### config.mk
export PLATFORM = sky130hd
export DESIGN_NAME = fixed_point_compare_clz_unit
export DESIGN_NICKNAME = d
export VERILOG_FILES = /design/src/core/fxu_pkg.sv /design/src/core/clz_if.sv /design/src/core/lead_zero_counter.sv /design/src/core/fixed_point_compare_clz_unit.sv
export SDC_FILE = /design/constraint.sdc
export NUM_CORES = 1
export LEC_CHECK = 0
export BUFFER_PORTS_ARGS = -buffer_cell sky130_fd_sc_hd__clkbuf_2
export CAP_MARGIN = 25
export CORE_MARGIN = 2
export CORE_UTILIZATION = 58
export CTS_CLUSTER_SIZE = 16
export DETAILED_ROUTE_END_ITERATION = 6
export PLACE_DENSITY = 0.95
export SYNTH_ARGS = -nofsm -noshare
export SYNTH_HDL_FRONTEND = slang
export SYNTH_SLANG_ARGS = --single-unit
### constraint.sdc
create_clock -name ref_clk -period 4.35 [get_ports ref_clk]
set_clock_uncertainty 0.2 [all_clocks]
set_input_delay 0.6525 -clock ref_clk [delete_from_list [all_inputs] [get_ports ref_clk]]
set_output_delay 0.6525 -clock ref_clk [all_outputs]
set_load 0.01 [all_outputs]
### src/core/fxu_pkg.sv
package fxu_pkg;
    // ----------------------------------------------------------------
    // datapath widths
    // ----------------------------------------------------------------
    localparam int GPR_WIDTH = 64;
    localparam int WORD_WIDTH = 32;
    localparam int CNT_WIDTH = 7;
    localparam int IMM_WIDTH = 16;
    localparam int FIELD_IDX_WIDTH = 3;
    localparam int GPR_IDX_WIDTH = 5;
    localparam int BUS_ADDR_WIDTH = 4;
    localparam int BUS_DATA_WIDTH = 32;

    // ----------------------------------------------------------------
    // instruction encodings
    // ----------------------------------------------------------------
    localparam logic [5:0] OP_CMP_SIGNED_IMM = 6'h0B;
    localparam logic [5:0] OP_CMP_UNSIGNED_IMM = 6'h0A;
    localparam logic [5:0] OP_EXTENDED = 6'h1F;
    localparam logic [9:0] XO_CMP_UNSIGNED_REG = 10'h020;
    localparam logic [9:0] XO_CLZ_DOUBLE = 10'h03A;
    localparam logic [9:0] XO_CLZ_WORD = 10'h01A;
    localparam logic [4:0] CLZ_DOUBLE_RSVD = 5'h00;

    // ----------------------------------------------------------------
    // condition field bit positions
    // ----------------------------------------------------------------
    localparam int CR_LT_POS = 0;
    localparam int CR_GT_POS = 1;
    localparam int CR_EQ_POS = 2;
    localparam int CR_SO_POS = 3;
    localparam logic [2:0] COND_FIELD_ZERO = 3'h0;

    // ----------------------------------------------------------------
    // register map
    // ----------------------------------------------------------------
    localparam logic [3:0] STATUS_OFFSET = 4'h0;
    localparam logic [3:0] MASK_OFFSET = 4'h4;
    localparam logic [3:0] CTRL_OFFSET = 4'h8;
    localparam logic [3:0] COUNT_OFFSET = 4'hC;
    localparam int EV_CMP_POS = 0;
    localparam int EV_CLZ_POS = 1;
    localparam int EV_ILLEGAL_POS = 2;
    localparam int EV_WIDTH = 3;
    localparam int CTRL_IMPL64_POS = 0;
    localparam logic [2:0] STATUS_RESET = 3'h0;
    localparam logic [2:0] MASK_RESET = 3'h0;
    localparam logic CTRL_IMPL64_RESET = 1'b1;

    typedef enum logic [1:0] {
        CMP_NONE = 2'b00,
        CMP_SIGNED_IMM = 2'b01,
        CMP_UNSIGNED_REG = 2'b10,
        CMP_UNSIGNED_IMM = 2'b11
    } cmp_kind_t;
endpackage : fxu_pkg

### src/core/clz_if.sv
`timescale 1ns/1ps
`default_nettype none
interface clz_if #(
    parameter int WIDTH = 64,
    parameter int CW = 7
);
    logic [WIDTH-1:0] value;
    logic [CW-1:0] count;
    modport requester (output value, input count);
    modport counter (input value, output count);
endinterface : clz_if
`default_nettype wire

### src/core/lead_zero_counter.sv
`timescale 1ns/1ps
`default_nettype none
module lead_zero_counter #(
    parameter int WIDTH = 64,
    parameter int CW = 7
) (
    clz_if.counter link
);
    import fxu_pkg::*;

    // scans from the top bit down; a word count feeds ones below the word
    function automatic logic [CW-1:0] count_zeros(input logic [WIDTH-1:0] v);
        logic [CW-1:0] n;
        logic hit;
        n = '0;
        hit = 1'b0;
        for (int i = WIDTH - 1; i >= 0; i--) begin
            if (v[i]) begin
                hit = 1'b1;
            end else if (!hit) begin
                n = n + CW'(1);
            end
        end
        return n;
    endfunction : count_zeros

    assign link.count = count_zeros(link.value);
endmodule : lead_zero_counter
`default_nettype wire

### src/core/fixed_point_compare_clz_unit.sv
`timescale 1ns/1ps
`default_nettype none
module fixed_point_compare_clz_unit #(
    parameter int GW = fxu_pkg::GPR_WIDTH
) (
    input wire logic ref_clk,
    input wire logic rst_n,
    // issue side
    input wire logic issue_valid,
    input wire logic [31:0] issue_instr,
    input wire logic [GW-1:0] first_source_value,
    input wire logic [GW-1:0] second_source_value,
    input wire logic summary_overflow,
    // general register write-back
    output logic gpr_wr_en,
    output logic [fxu_pkg::GPR_IDX_WIDTH-1:0] gpr_wr_idx,
    output logic [GW-1:0] gpr_wr_data,
    // condition register write
    output logic cr_wr_en,
    output logic [fxu_pkg::FIELD_IDX_WIDTH-1:0] cr_wr_field,
    output logic [3:0] cr_wr_value,
    output logic illegal_instr,
    // register port
    input wire logic [fxu_pkg::BUS_ADDR_WIDTH-1:0] reg_addr,
    input wire logic [fxu_pkg::BUS_DATA_WIDTH-1:0] reg_wdata,
    input wire logic reg_wr,
    input wire logic reg_rd,
    output logic [fxu_pkg::BUS_DATA_WIDTH-1:0] reg_rdata,
    output logic irq
);
    import fxu_pkg::*;

    // ----------------------------------------------------------------
    // instruction fields (bit 31 is the most significant)
    // ----------------------------------------------------------------
    function automatic logic [GW-1:0] extend_word(input logic [GW-1:0] v, input logic sgn);
        return {{(GW - WORD_WIDTH){sgn & v[WORD_WIDTH-1]}}, v[WORD_WIDTH-1:0]};
    endfunction : extend_word

    wire logic [5:0] primary_op = issue_instr[31:26];
    wire logic [FIELD_IDX_WIDTH-1:0] cr_target_field = issue_instr[25:23];
    wire logic size_bit = issue_instr[21];
    wire logic [GPR_IDX_WIDTH-1:0] count_target_gpr = issue_instr[20:16];
    wire logic [4:0] second_source_bits = issue_instr[15:11];
    wire logic [9:0] ext_op = issue_instr[10:1];
    wire logic [IMM_WIDTH-1:0] unsigned_imm = issue_instr[15:0];
    wire logic record_flag = issue_instr[0];

    // ----------------------------------------------------------------
    // control registers
    // ----------------------------------------------------------------
    logic [EV_WIDTH-1:0] status_q, status_d;
    logic [EV_WIDTH-1:0] mask_q;
    logic impl64_q;
    logic [CNT_WIDTH-1:0] last_count_q;

    // ----------------------------------------------------------------
    // decode
    // ----------------------------------------------------------------
    wire logic is_extended = primary_op == OP_EXTENDED;
    wire logic dec_cmp_simm = primary_op == OP_CMP_SIGNED_IMM;
    wire logic dec_cmp_uimm = primary_op == OP_CMP_UNSIGNED_IMM;
    wire logic dec_cmp_ureg = is_extended && ext_op == XO_CMP_UNSIGNED_REG;
    wire logic dec_clz_dbl = is_extended && ext_op == XO_CLZ_DOUBLE
                             && second_source_bits == CLZ_DOUBLE_RSVD;
    wire logic dec_clz_word = is_extended && ext_op == XO_CLZ_WORD;

    cmp_kind_t cmp_kind;
    assign cmp_kind = dec_cmp_simm ? CMP_SIGNED_IMM :
                      dec_cmp_uimm ? CMP_UNSIGNED_IMM :
                      dec_cmp_ureg ? CMP_UNSIGNED_REG : CMP_NONE;

    // a 32-bit implementation refuses the doubleword count outright
    wire logic clz_dbl_refused = dec_clz_dbl && !impl64_q;
    wire logic clz_dbl_go = dec_clz_dbl && impl64_q;

    wire logic go_cmp = issue_valid && cmp_kind != CMP_NONE;
    wire logic go_clz = issue_valid && (clz_dbl_go || dec_clz_word);
    wire logic go_illegal = issue_valid && clz_dbl_refused;

    // ----------------------------------------------------------------
    // compare datapath
    // ----------------------------------------------------------------
    wire logic cmp_signed = cmp_kind == CMP_SIGNED_IMM;
    // a 32-bit machine always compares words, whatever the size bit says
    wire logic cmp_full = size_bit && impl64_q;
    wire logic [GW-1:0] imm_sext = {{(GW - IMM_WIDTH){unsigned_imm[IMM_WIDTH-1]}}, unsigned_imm};
    wire logic [GW-1:0] imm_zext = {{(GW - IMM_WIDTH){1'b0}}, unsigned_imm};
    wire logic [GW-1:0] cmp_rhs_raw = cmp_kind == CMP_SIGNED_IMM ? imm_sext :
                                      cmp_kind == CMP_UNSIGNED_IMM ? imm_zext :
                                      second_source_value;
    wire logic [GW-1:0] cmp_lhs = cmp_full ? first_source_value
                                  : extend_word(first_source_value, cmp_signed);
    wire logic [GW-1:0] cmp_rhs = cmp_full ? cmp_rhs_raw
                                  : extend_word(cmp_rhs_raw, cmp_signed);

    wire logic cmp_eq = cmp_lhs == cmp_rhs;
    wire logic cmp_lt = cmp_signed ? ($signed(cmp_lhs) < $signed(cmp_rhs))
                                   : (cmp_lhs < cmp_rhs);
    wire logic cmp_gt = !cmp_lt && !cmp_eq;

    logic [3:0] cmp_field;
    always_comb begin
        cmp_field = 4'h0;
        cmp_field[CR_LT_POS] = cmp_lt;
        cmp_field[CR_GT_POS] = cmp_gt;
        cmp_field[CR_EQ_POS] = cmp_eq;
        cmp_field[CR_SO_POS] = summary_overflow;
    end

    // ----------------------------------------------------------------
    // leading zero count
    // ----------------------------------------------------------------
    clz_if #(.WIDTH(GW), .CW(CNT_WIDTH)) clz_link ();

    // ones below the low word cap the word count at 32
    assign clz_link.value = dec_clz_word
                            ? {first_source_value[WORD_WIDTH-1:0], {(GW - WORD_WIDTH){1'b1}}}
                            : first_source_value;

    lead_zero_counter #(.WIDTH(GW), .CW(CNT_WIDTH)) u_clz (
        .link(clz_link.counter)
    );

    wire logic [CNT_WIDTH-1:0] clz_count = clz_link.count;
    wire logic [GW-1:0] clz_result = {{(GW - CNT_WIDTH){1'b0}}, clz_count};

    // the count is never negative, so the lt bit always reads clear
    logic [3:0] clz_field;
    always_comb begin
        clz_field = 4'h0;
        clz_field[CR_LT_POS] = 1'b0;
        clz_field[CR_GT_POS] = clz_count != '0;
        clz_field[CR_EQ_POS] = clz_count == '0;
        clz_field[CR_SO_POS] = summary_overflow;
    end

    // ----------------------------------------------------------------
    // result registers; no path reaches the exception register
    // ----------------------------------------------------------------
    wire logic cr_wr_d = go_cmp || (go_clz && record_flag);
    wire logic [FIELD_IDX_WIDTH-1:0] cr_field_d = go_cmp ? cr_target_field
                                                  : COND_FIELD_ZERO;
    wire logic [3:0] cr_value_d = go_cmp ? cmp_field : clz_field;

    always_ff @(posedge ref_clk or negedge rst_n) begin
        if (!rst_n) begin
            gpr_wr_en <= 1'b0;
            gpr_wr_idx <= '0;
            gpr_wr_data <= '0;
            cr_wr_en <= 1'b0;
            cr_wr_field <= '0;
            cr_wr_value <= 4'h0;
            illegal_instr <= 1'b0;
        end else begin
            gpr_wr_en <= go_clz;
            gpr_wr_idx <= go_clz ? count_target_gpr : gpr_wr_idx;
            gpr_wr_data <= go_clz ? clz_result : gpr_wr_data;
            cr_wr_en <= cr_wr_d;
            cr_wr_field <= cr_wr_d ? cr_field_d : cr_wr_field;
            cr_wr_value <= cr_wr_d ? cr_value_d : cr_wr_value;
            illegal_instr <= go_illegal;
        end
    end

    // ----------------------------------------------------------------
    // register port and interrupt
    // ----------------------------------------------------------------
    wire logic sel_status = reg_addr == STATUS_OFFSET;
    wire logic sel_mask = reg_addr == MASK_OFFSET;
    wire logic sel_ctrl = reg_addr == CTRL_OFFSET;
    wire logic sel_count = reg_addr == COUNT_OFFSET;

    logic [EV_WIDTH-1:0] events;
    always_comb begin
        events = '0;
        events[EV_CMP_POS] = go_cmp;
        events[EV_CLZ_POS] = go_clz;
        events[EV_ILLEGAL_POS] = go_illegal;
    end

    // a new event in the clearing cycle survives the read
    wire logic status_clear = reg_rd && sel_status;
    assign status_d = (status_clear ? '0 : status_q) | events;

    wire logic [BUS_DATA_WIDTH-1:0] rd_mux =
        sel_status ? {{(BUS_DATA_WIDTH - EV_WIDTH){1'b0}}, status_q} :
        sel_mask ? {{(BUS_DATA_WIDTH - EV_WIDTH){1'b0}}, mask_q} :
        sel_ctrl ? {{(BUS_DATA_WIDTH - 1){1'b0}}, impl64_q} :
        sel_count ? {{(BUS_DATA_WIDTH - CNT_WIDTH){1'b0}}, last_count_q} : '0;

    always_ff @(posedge ref_clk or negedge rst_n) begin
        if (!rst_n) begin
            status_q <= STATUS_RESET;
            mask_q <= MASK_RESET;
            impl64_q <= CTRL_IMPL64_RESET;
            last_count_q <= '0;
            reg_rdata <= '0;
            irq <= 1'b0;
        end else begin
            status_q <= status_d;
            mask_q <= (reg_wr && sel_mask) ? reg_wdata[EV_WIDTH-1:0] : mask_q;
            impl64_q <= (reg_wr && sel_ctrl) ? reg_wdata[CTRL_IMPL64_POS] : impl64_q;
            last_count_q <= go_clz ? clz_count : last_count_q;
            reg_rdata <= reg_rd ? rd_mux : '0;
            irq <= |(status_d & mask_q);
        end
    end
endmodule : fixed_point_compare_clz_unit
`default_nettype wire

==> key figures, run 1 <==
Run status
  – Outcome: did not finish
  – Exit stage: global routing
  – First Err: [ERROR GRT-0116] Global routing finished with congestion. Check the congestion regions in the DRC Viewer.

Synthesis
  – Share of the synthesized area in the top cell type: 10.5%
  – Seq/Total Area, Yosys: 6.20%
  – YS warnings: 0
  – Synth Register Bits: 37
  – Unique masters post-synth: 99
  – Commonest register cell after synthesis: dfrtp_1
  – Mapped Area: 14900 um2
  – Gate Count Post-Synth: between 2000 and 2500
  – Post-synth EDFFs: 0
  – Largest cells by area after synthesis: ha_1, xnor2_1, dfrtp_1
  – Mean Syn Cell Area: 7.20 um2
  – Async SR Flop Fraction: 100%
  – Top cell type by total area after synthesis: ha_1

Place
  – RePlAce Congestion: 1.23
  – Pre-CTS setup slack: -35.91 ns
  – HPWL after DPL: 71800 um
  – PortBufs: 201

GRT
  – Largest net degree at the start of global routing: 50
  – GRT Overall Usage: 109%
  – Overflow after GRT: 2866
  – Vias in the first global route: 32800
  – Wire length of the first global-routing pass: 221000 um

Clock tree
  – # clock sinks: 37
  – CTS buffer count: 5
  – Clk buf depth: 2
  – CTS root buffer: clkbuf_16
  – Level count of the clock H-tree: 2

Die
  – DIE WIDTH: 165 um
  – Die height: about 160 um
  – Number of placement rows: 58
  – Initial Utilization: 59.2%
  – IO Count: 314
## metrics by stage
stage / instances / hold WS [ns] / utilization, % / area (um2) / setup TNS [ns]
detailed placement: 3241 / 0.294 / 85.4 / 21600 / -290.20
floorplan: 2157 / 0.157 / - / 15800 / -259.26
global placement: 3241 / 0.285 / 85.4 / 21600 / -251.40
CTS: 3310 / 0.315 / 91.1 / 23000 / -284.18
## cell usage after synthesis (all sizes together) (48+ instances only)
master / count
nor2: 215
nand2: 213
a21oi: 171
xnor2: 129
ha: 125
o21ai: 111
buf: 96
mux2i: 86
nor3: 79
clkbuf: 64
nand3: 59
inv: 53
xor2: 52
nand2b: 49
o21a: 48
## layer usage
metal  global-route usage [%]  GRT overflow
met1                     95.9           187
met2                      133          1802
met3                     94.8           244
met4                      119           593
met5                     87.3            40
## what timing repair did
action / CTS
resized for setup: 167
hold buffers: 0
cloned: 1
setup endpoints to repair: 10
setup buffers: 61
pin swaps: 78
## logic make-up after synthesis
| kind of cell | count (synthesis) | share of synthesized area [%] |
|---|---|---|
| AOI/OAI and AO/OA | 521 | 22.5 |
| muxes | 126 | 8.93 |
| DFF | 37 | 6.20 |
| buffers and inverters | 213 | 7.55 |
| xor gates and xnor gates | 215 | 16.4 |
| and+or+nand+nor | 833 | 27.6 |
| adders and majority gates | 130 | 10.8 |
| other | 1 | 0.0251 |
==> inputs of run 2 (changes only) <==
--- a/config.mk
+++ b/config.mk
@@ -8,10 +8,9 @@
 export BUFFER_PORTS_ARGS = -buffer_cell sky130_fd_sc_hd__clkbuf_2
 export CAP_MARGIN = 25
 export CORE_MARGIN = 2
-export CORE_UTILIZATION = 58
-export CTS_CLUSTER_SIZE = 16
+export CORE_UTILIZATION = 40
 export DETAILED_ROUTE_END_ITERATION = 6
-export PLACE_DENSITY = 0.95
+export PLACE_DENSITY_LB_ADDON = 0.15
 export SYNTH_ARGS = -nofsm -noshare
 export SYNTH_HDL_FRONTEND = slang
 export SYNTH_SLANG_ARGS = --single-unit
==> key figures, run 2 <==
Drt
  – Vias per cell: 5.46
  – DR iter-0 viols: 1171
  – Post-DR wirelength/cell: 18.2 um
  – Via count: roughly 19000
  – Routed WL: ~64000 um
  – DRC Markers: 0
  – ANT nets after route: 0
  – DR pass1 iterations: 5

Synthesis
  – Post-synth EDFFs: 0 (unchanged)
  – Seq/Total Area, Yosys: 6.20% (unchanged)
  – Mapped Area: 14900 um2 (unchanged)
  – Mean Syn Cell Area: 7.20 um2 (unchanged)
  – Top cell type by total area after synthesis: ha_1
  – Largest cells by area after synthesis: ha_1, xnor2_1, dfrtp_1
  – Commonest register cell after synthesis: dfrtp_1
  – Async SR Flop Fraction: 100% (unchanged)
  – Synth Register Bits: 37 (unchanged)
  – Most common library cells after synthesis: nor2_1, nand2_1, a21oi_1
  – YS warnings: 0 (unchanged)
  – Top-count cell post-synth: nor2_1
  – Share of the synthesized area in the top cell type: 10.5% (unchanged)
  – Gate Count Post-Synth: 2076 (unchanged)
  – Unique masters post-synth: 99 (unchanged)

Clock tree
  – CTS Hold Bufs: 0 (unchanged)
  – Clk buf depth: 2 (unchanged)
  – CTS tree: done
  – CTS buffer count: 5 (unchanged)
  – # clock sinks: 37 (unchanged)
  – CTS root buffer: clkbuf_16
  – Clk Latency, worst-skew pair: slightly below 0.3 ns
  – Level count of the clock H-tree: 2 (unchanged)
  – Clk slew on worst S/H paths: ~0.06 ns

Die
  – Core Region: 36700 um2
  – Die height: 197 um (+20%)
  – Initial Utilization: 40.7% (-18 points)
  – Number of placement rows: 70 (+21%)
  – DIE AREA: 38900 um2
  – IO Count: 314 (unchanged)
  – DIE WIDTH: 197 um (+20%)

Hold path
  – Hold Crit Class: primary input to async pin

STA
  – Fmax: 26.9 MHz
  – Final TNS setup: -263.84 ns
  – Final hold viol count: 0
  – Crit share post-route: 853%
  – Worst-case hold slack: 0.00895 ns
  – Rel. slew slack: 51.7%
  – Final Slew Violations: 0
  – Min Tclk post-route: approximately 37 ns
  – RSZ-0062 raised after global routing: true
  – Least-Margin Pin Slew: 0.715 ns
  – Final setup fails: 10
  – Setup WS post-layout: -32.76 ns

Pwr
  – Clock share of power: 16.7%
  – Switching share of power: approximately 40%
  – Leakage: 11.2 nW
  – Combinational power share: 68.1%
  – Pwr Density: 111 nW/um2
  – Design Power: 2.61 mW
  – Pint: 1.57 mW
  – Worst vdd ir: 0.226 mV
  – Reg power frac: 15.2%
  – Net switching power: between 1 and 1.5 mW

Cells and area
  – Final Net Count: 3380
  – Commonest non-fill, non-tap cell in the layout: buf_4
  – Ant diodes: 0
  – Synth-to-layout area growth: 57.4%
  – Fillers: approximately 3300
  – Post-route cell area: 23500 um2
  – Non-filler cells, final: 3522
  – Share of layout cells above drive strength 1: 42.3%
  – Largest registers: last_count_q: 7 flops, reg_rdata: 7 flops, gpr_wr_idx: 5 flops
  – Most frequent cells in the layout: buf_4, nor2_1, clkbuf_2, nand2_1, a21oi_1

Place
  – PortBufs: 201 (unchanged)
  – RePlAce Congestion: 0.978 (-20%)
  – HPWL after DPL: 54300 um (-24%)
  – Cells after DPL: 3438 (+6.1%)
  – Placed cell area: 22200 um2 (+2.9%)

Setup path
  – Crit path capture: cr_wr_value[2]
  – Cell repeated most along the worst path: ha_1
  – RR Endpoint: cr_wr_value[1]
  – Crit path kind: primary input to flop
  – R2R depth: 21
  – FF-to-FF setup slack: 0.41 ns
  – CP max-delay cell: or4_4
  – Slowest cell delay on critical path: approximately 0.54 ns
  – Worst setup EP type: flop
  – Critical path's top delay family: adder cells
  – Reg2reg start: impl64_q
  – Worst EP arrival: 37.14 ns
  – Worst setup SP type: primary input
  – CP Data Required Time: 4.38 ns
  – Worst setup path startpoint: issue_instr[31]
  – Critical path peak fanout: 3
  – Buf/Inv on CP: 7
  – Critical path depth in cells: 216

GRT
  – Wire length of the first global-routing pass: about 100000 um
  – Largest net degree at the start of global routing: 49
  – Initial antenna violation count: 1
  – GRT Overall Usage: around a third
  – Vias in the first global route: 18900
  – Overflow after GRT: 0

Run status
  – Outcome: finished with violations
  – Failing checks: setup timing

Job
  – Max-cap violations: 0
-- run 2: cell counts after synthesis --
Identical to the previous run, type by type.
-- run 2: how the worst min path moves through the flow --
stage                                 end      startpoint
after floorplan                  cr_wr_en           rst_n
after global placement     cr_wr_value[0]  cr_wr_value[0]
after detailed placement   cr_wr_value[0]  cr_wr_value[0]
after CTS                  cr_wr_value[0]  cr_wr_value[0]
after global routing         reg_rdata[6]           rst_n
final                     last_count_q[4]           rst_n
-- run 2: logic make-up after synthesis --
kind of cell             after synthesis  synth area share, %
flip-flops                            37                 6.20
AO/OA/AOI/OAI                        521                 22.5
buffers and inverters                213                 7.55
adder cells (fa/ha/maj)              130                 10.8
other                                  1               0.0251
multiplexers                         126                 8.93
AND/OR/NAND/NOR                      833                 27.6
XOR/XNOR                             215                 16.4
-- run 2: metrics by stage --
| step | util, % | worst slack (ns) |
|---|---|---|
| 6_report | 64.1 | -32.76 |
| 2_1_floorplan | - | -32.51 |
| 3_3_place_gp | 60.5 | -31.72 |
| 5_1_grt | 64.1 | -34.74 |
| 4_1_cts | 62.7 | -32.37 |
| 3_5_place_dp | 60.5 | -33.18 |
-- run 2: area by class of cell --
type,instances,area (um2),area share (%)
timing repair buffer,1049,7500,31.9
clock inverter,2,37.5,0.160
multi-input combinational,1907,14100,60.1
inverter,53,199,0.846
sequential,37,927,3.94
tap,468,586,2.49
clock buffer,6,139,0.590
-- run 2: worst register-to-register path: cells and delay by family (launching register included) --
kind	cells	cell delay, ns
simple gates	7	0.61
compound gates	10	1.63
xor+xnor	1	0.14
buf+inv	2	0.40
fa+ha+maj	1	0.31
flops	1	0.59
-- run 2: metal layers --
layer	GRT usage, %	vias up	share of wire (%)
met4	11.0	0	3.7
met2	56.4	620	47
met5	0	-	0
met3	2.78	106	5.6
met1	41.3	9147	43
li1	-	9348	-
-- run 2: what timing repair did --
| action | in CTS | in global routing |
|---|---|---|
| pin swaps | 55 | 67 |
| cloned | 0 | 0 |
| resized for setup | 66 | 64 |
| setup endpoints to repair | 10 | 10 |
| setup buffers | 49 | 31 |
-- run 2: power by group through the flow --
stage          clock [mW]  sequential [mW]  combinational, mW
6_report            0.437            0.396               1.78
5_1_grt             0.449            0.400               1.94
4_1_cts             0.441            0.396               1.66
3_5_place_dp            0            0.401               1.57
3_3_place_gp            0            0.401               1.52
2_1_floorplan           0            0.402              0.869
No activity file was read; power rests on OpenSTA's default activity.
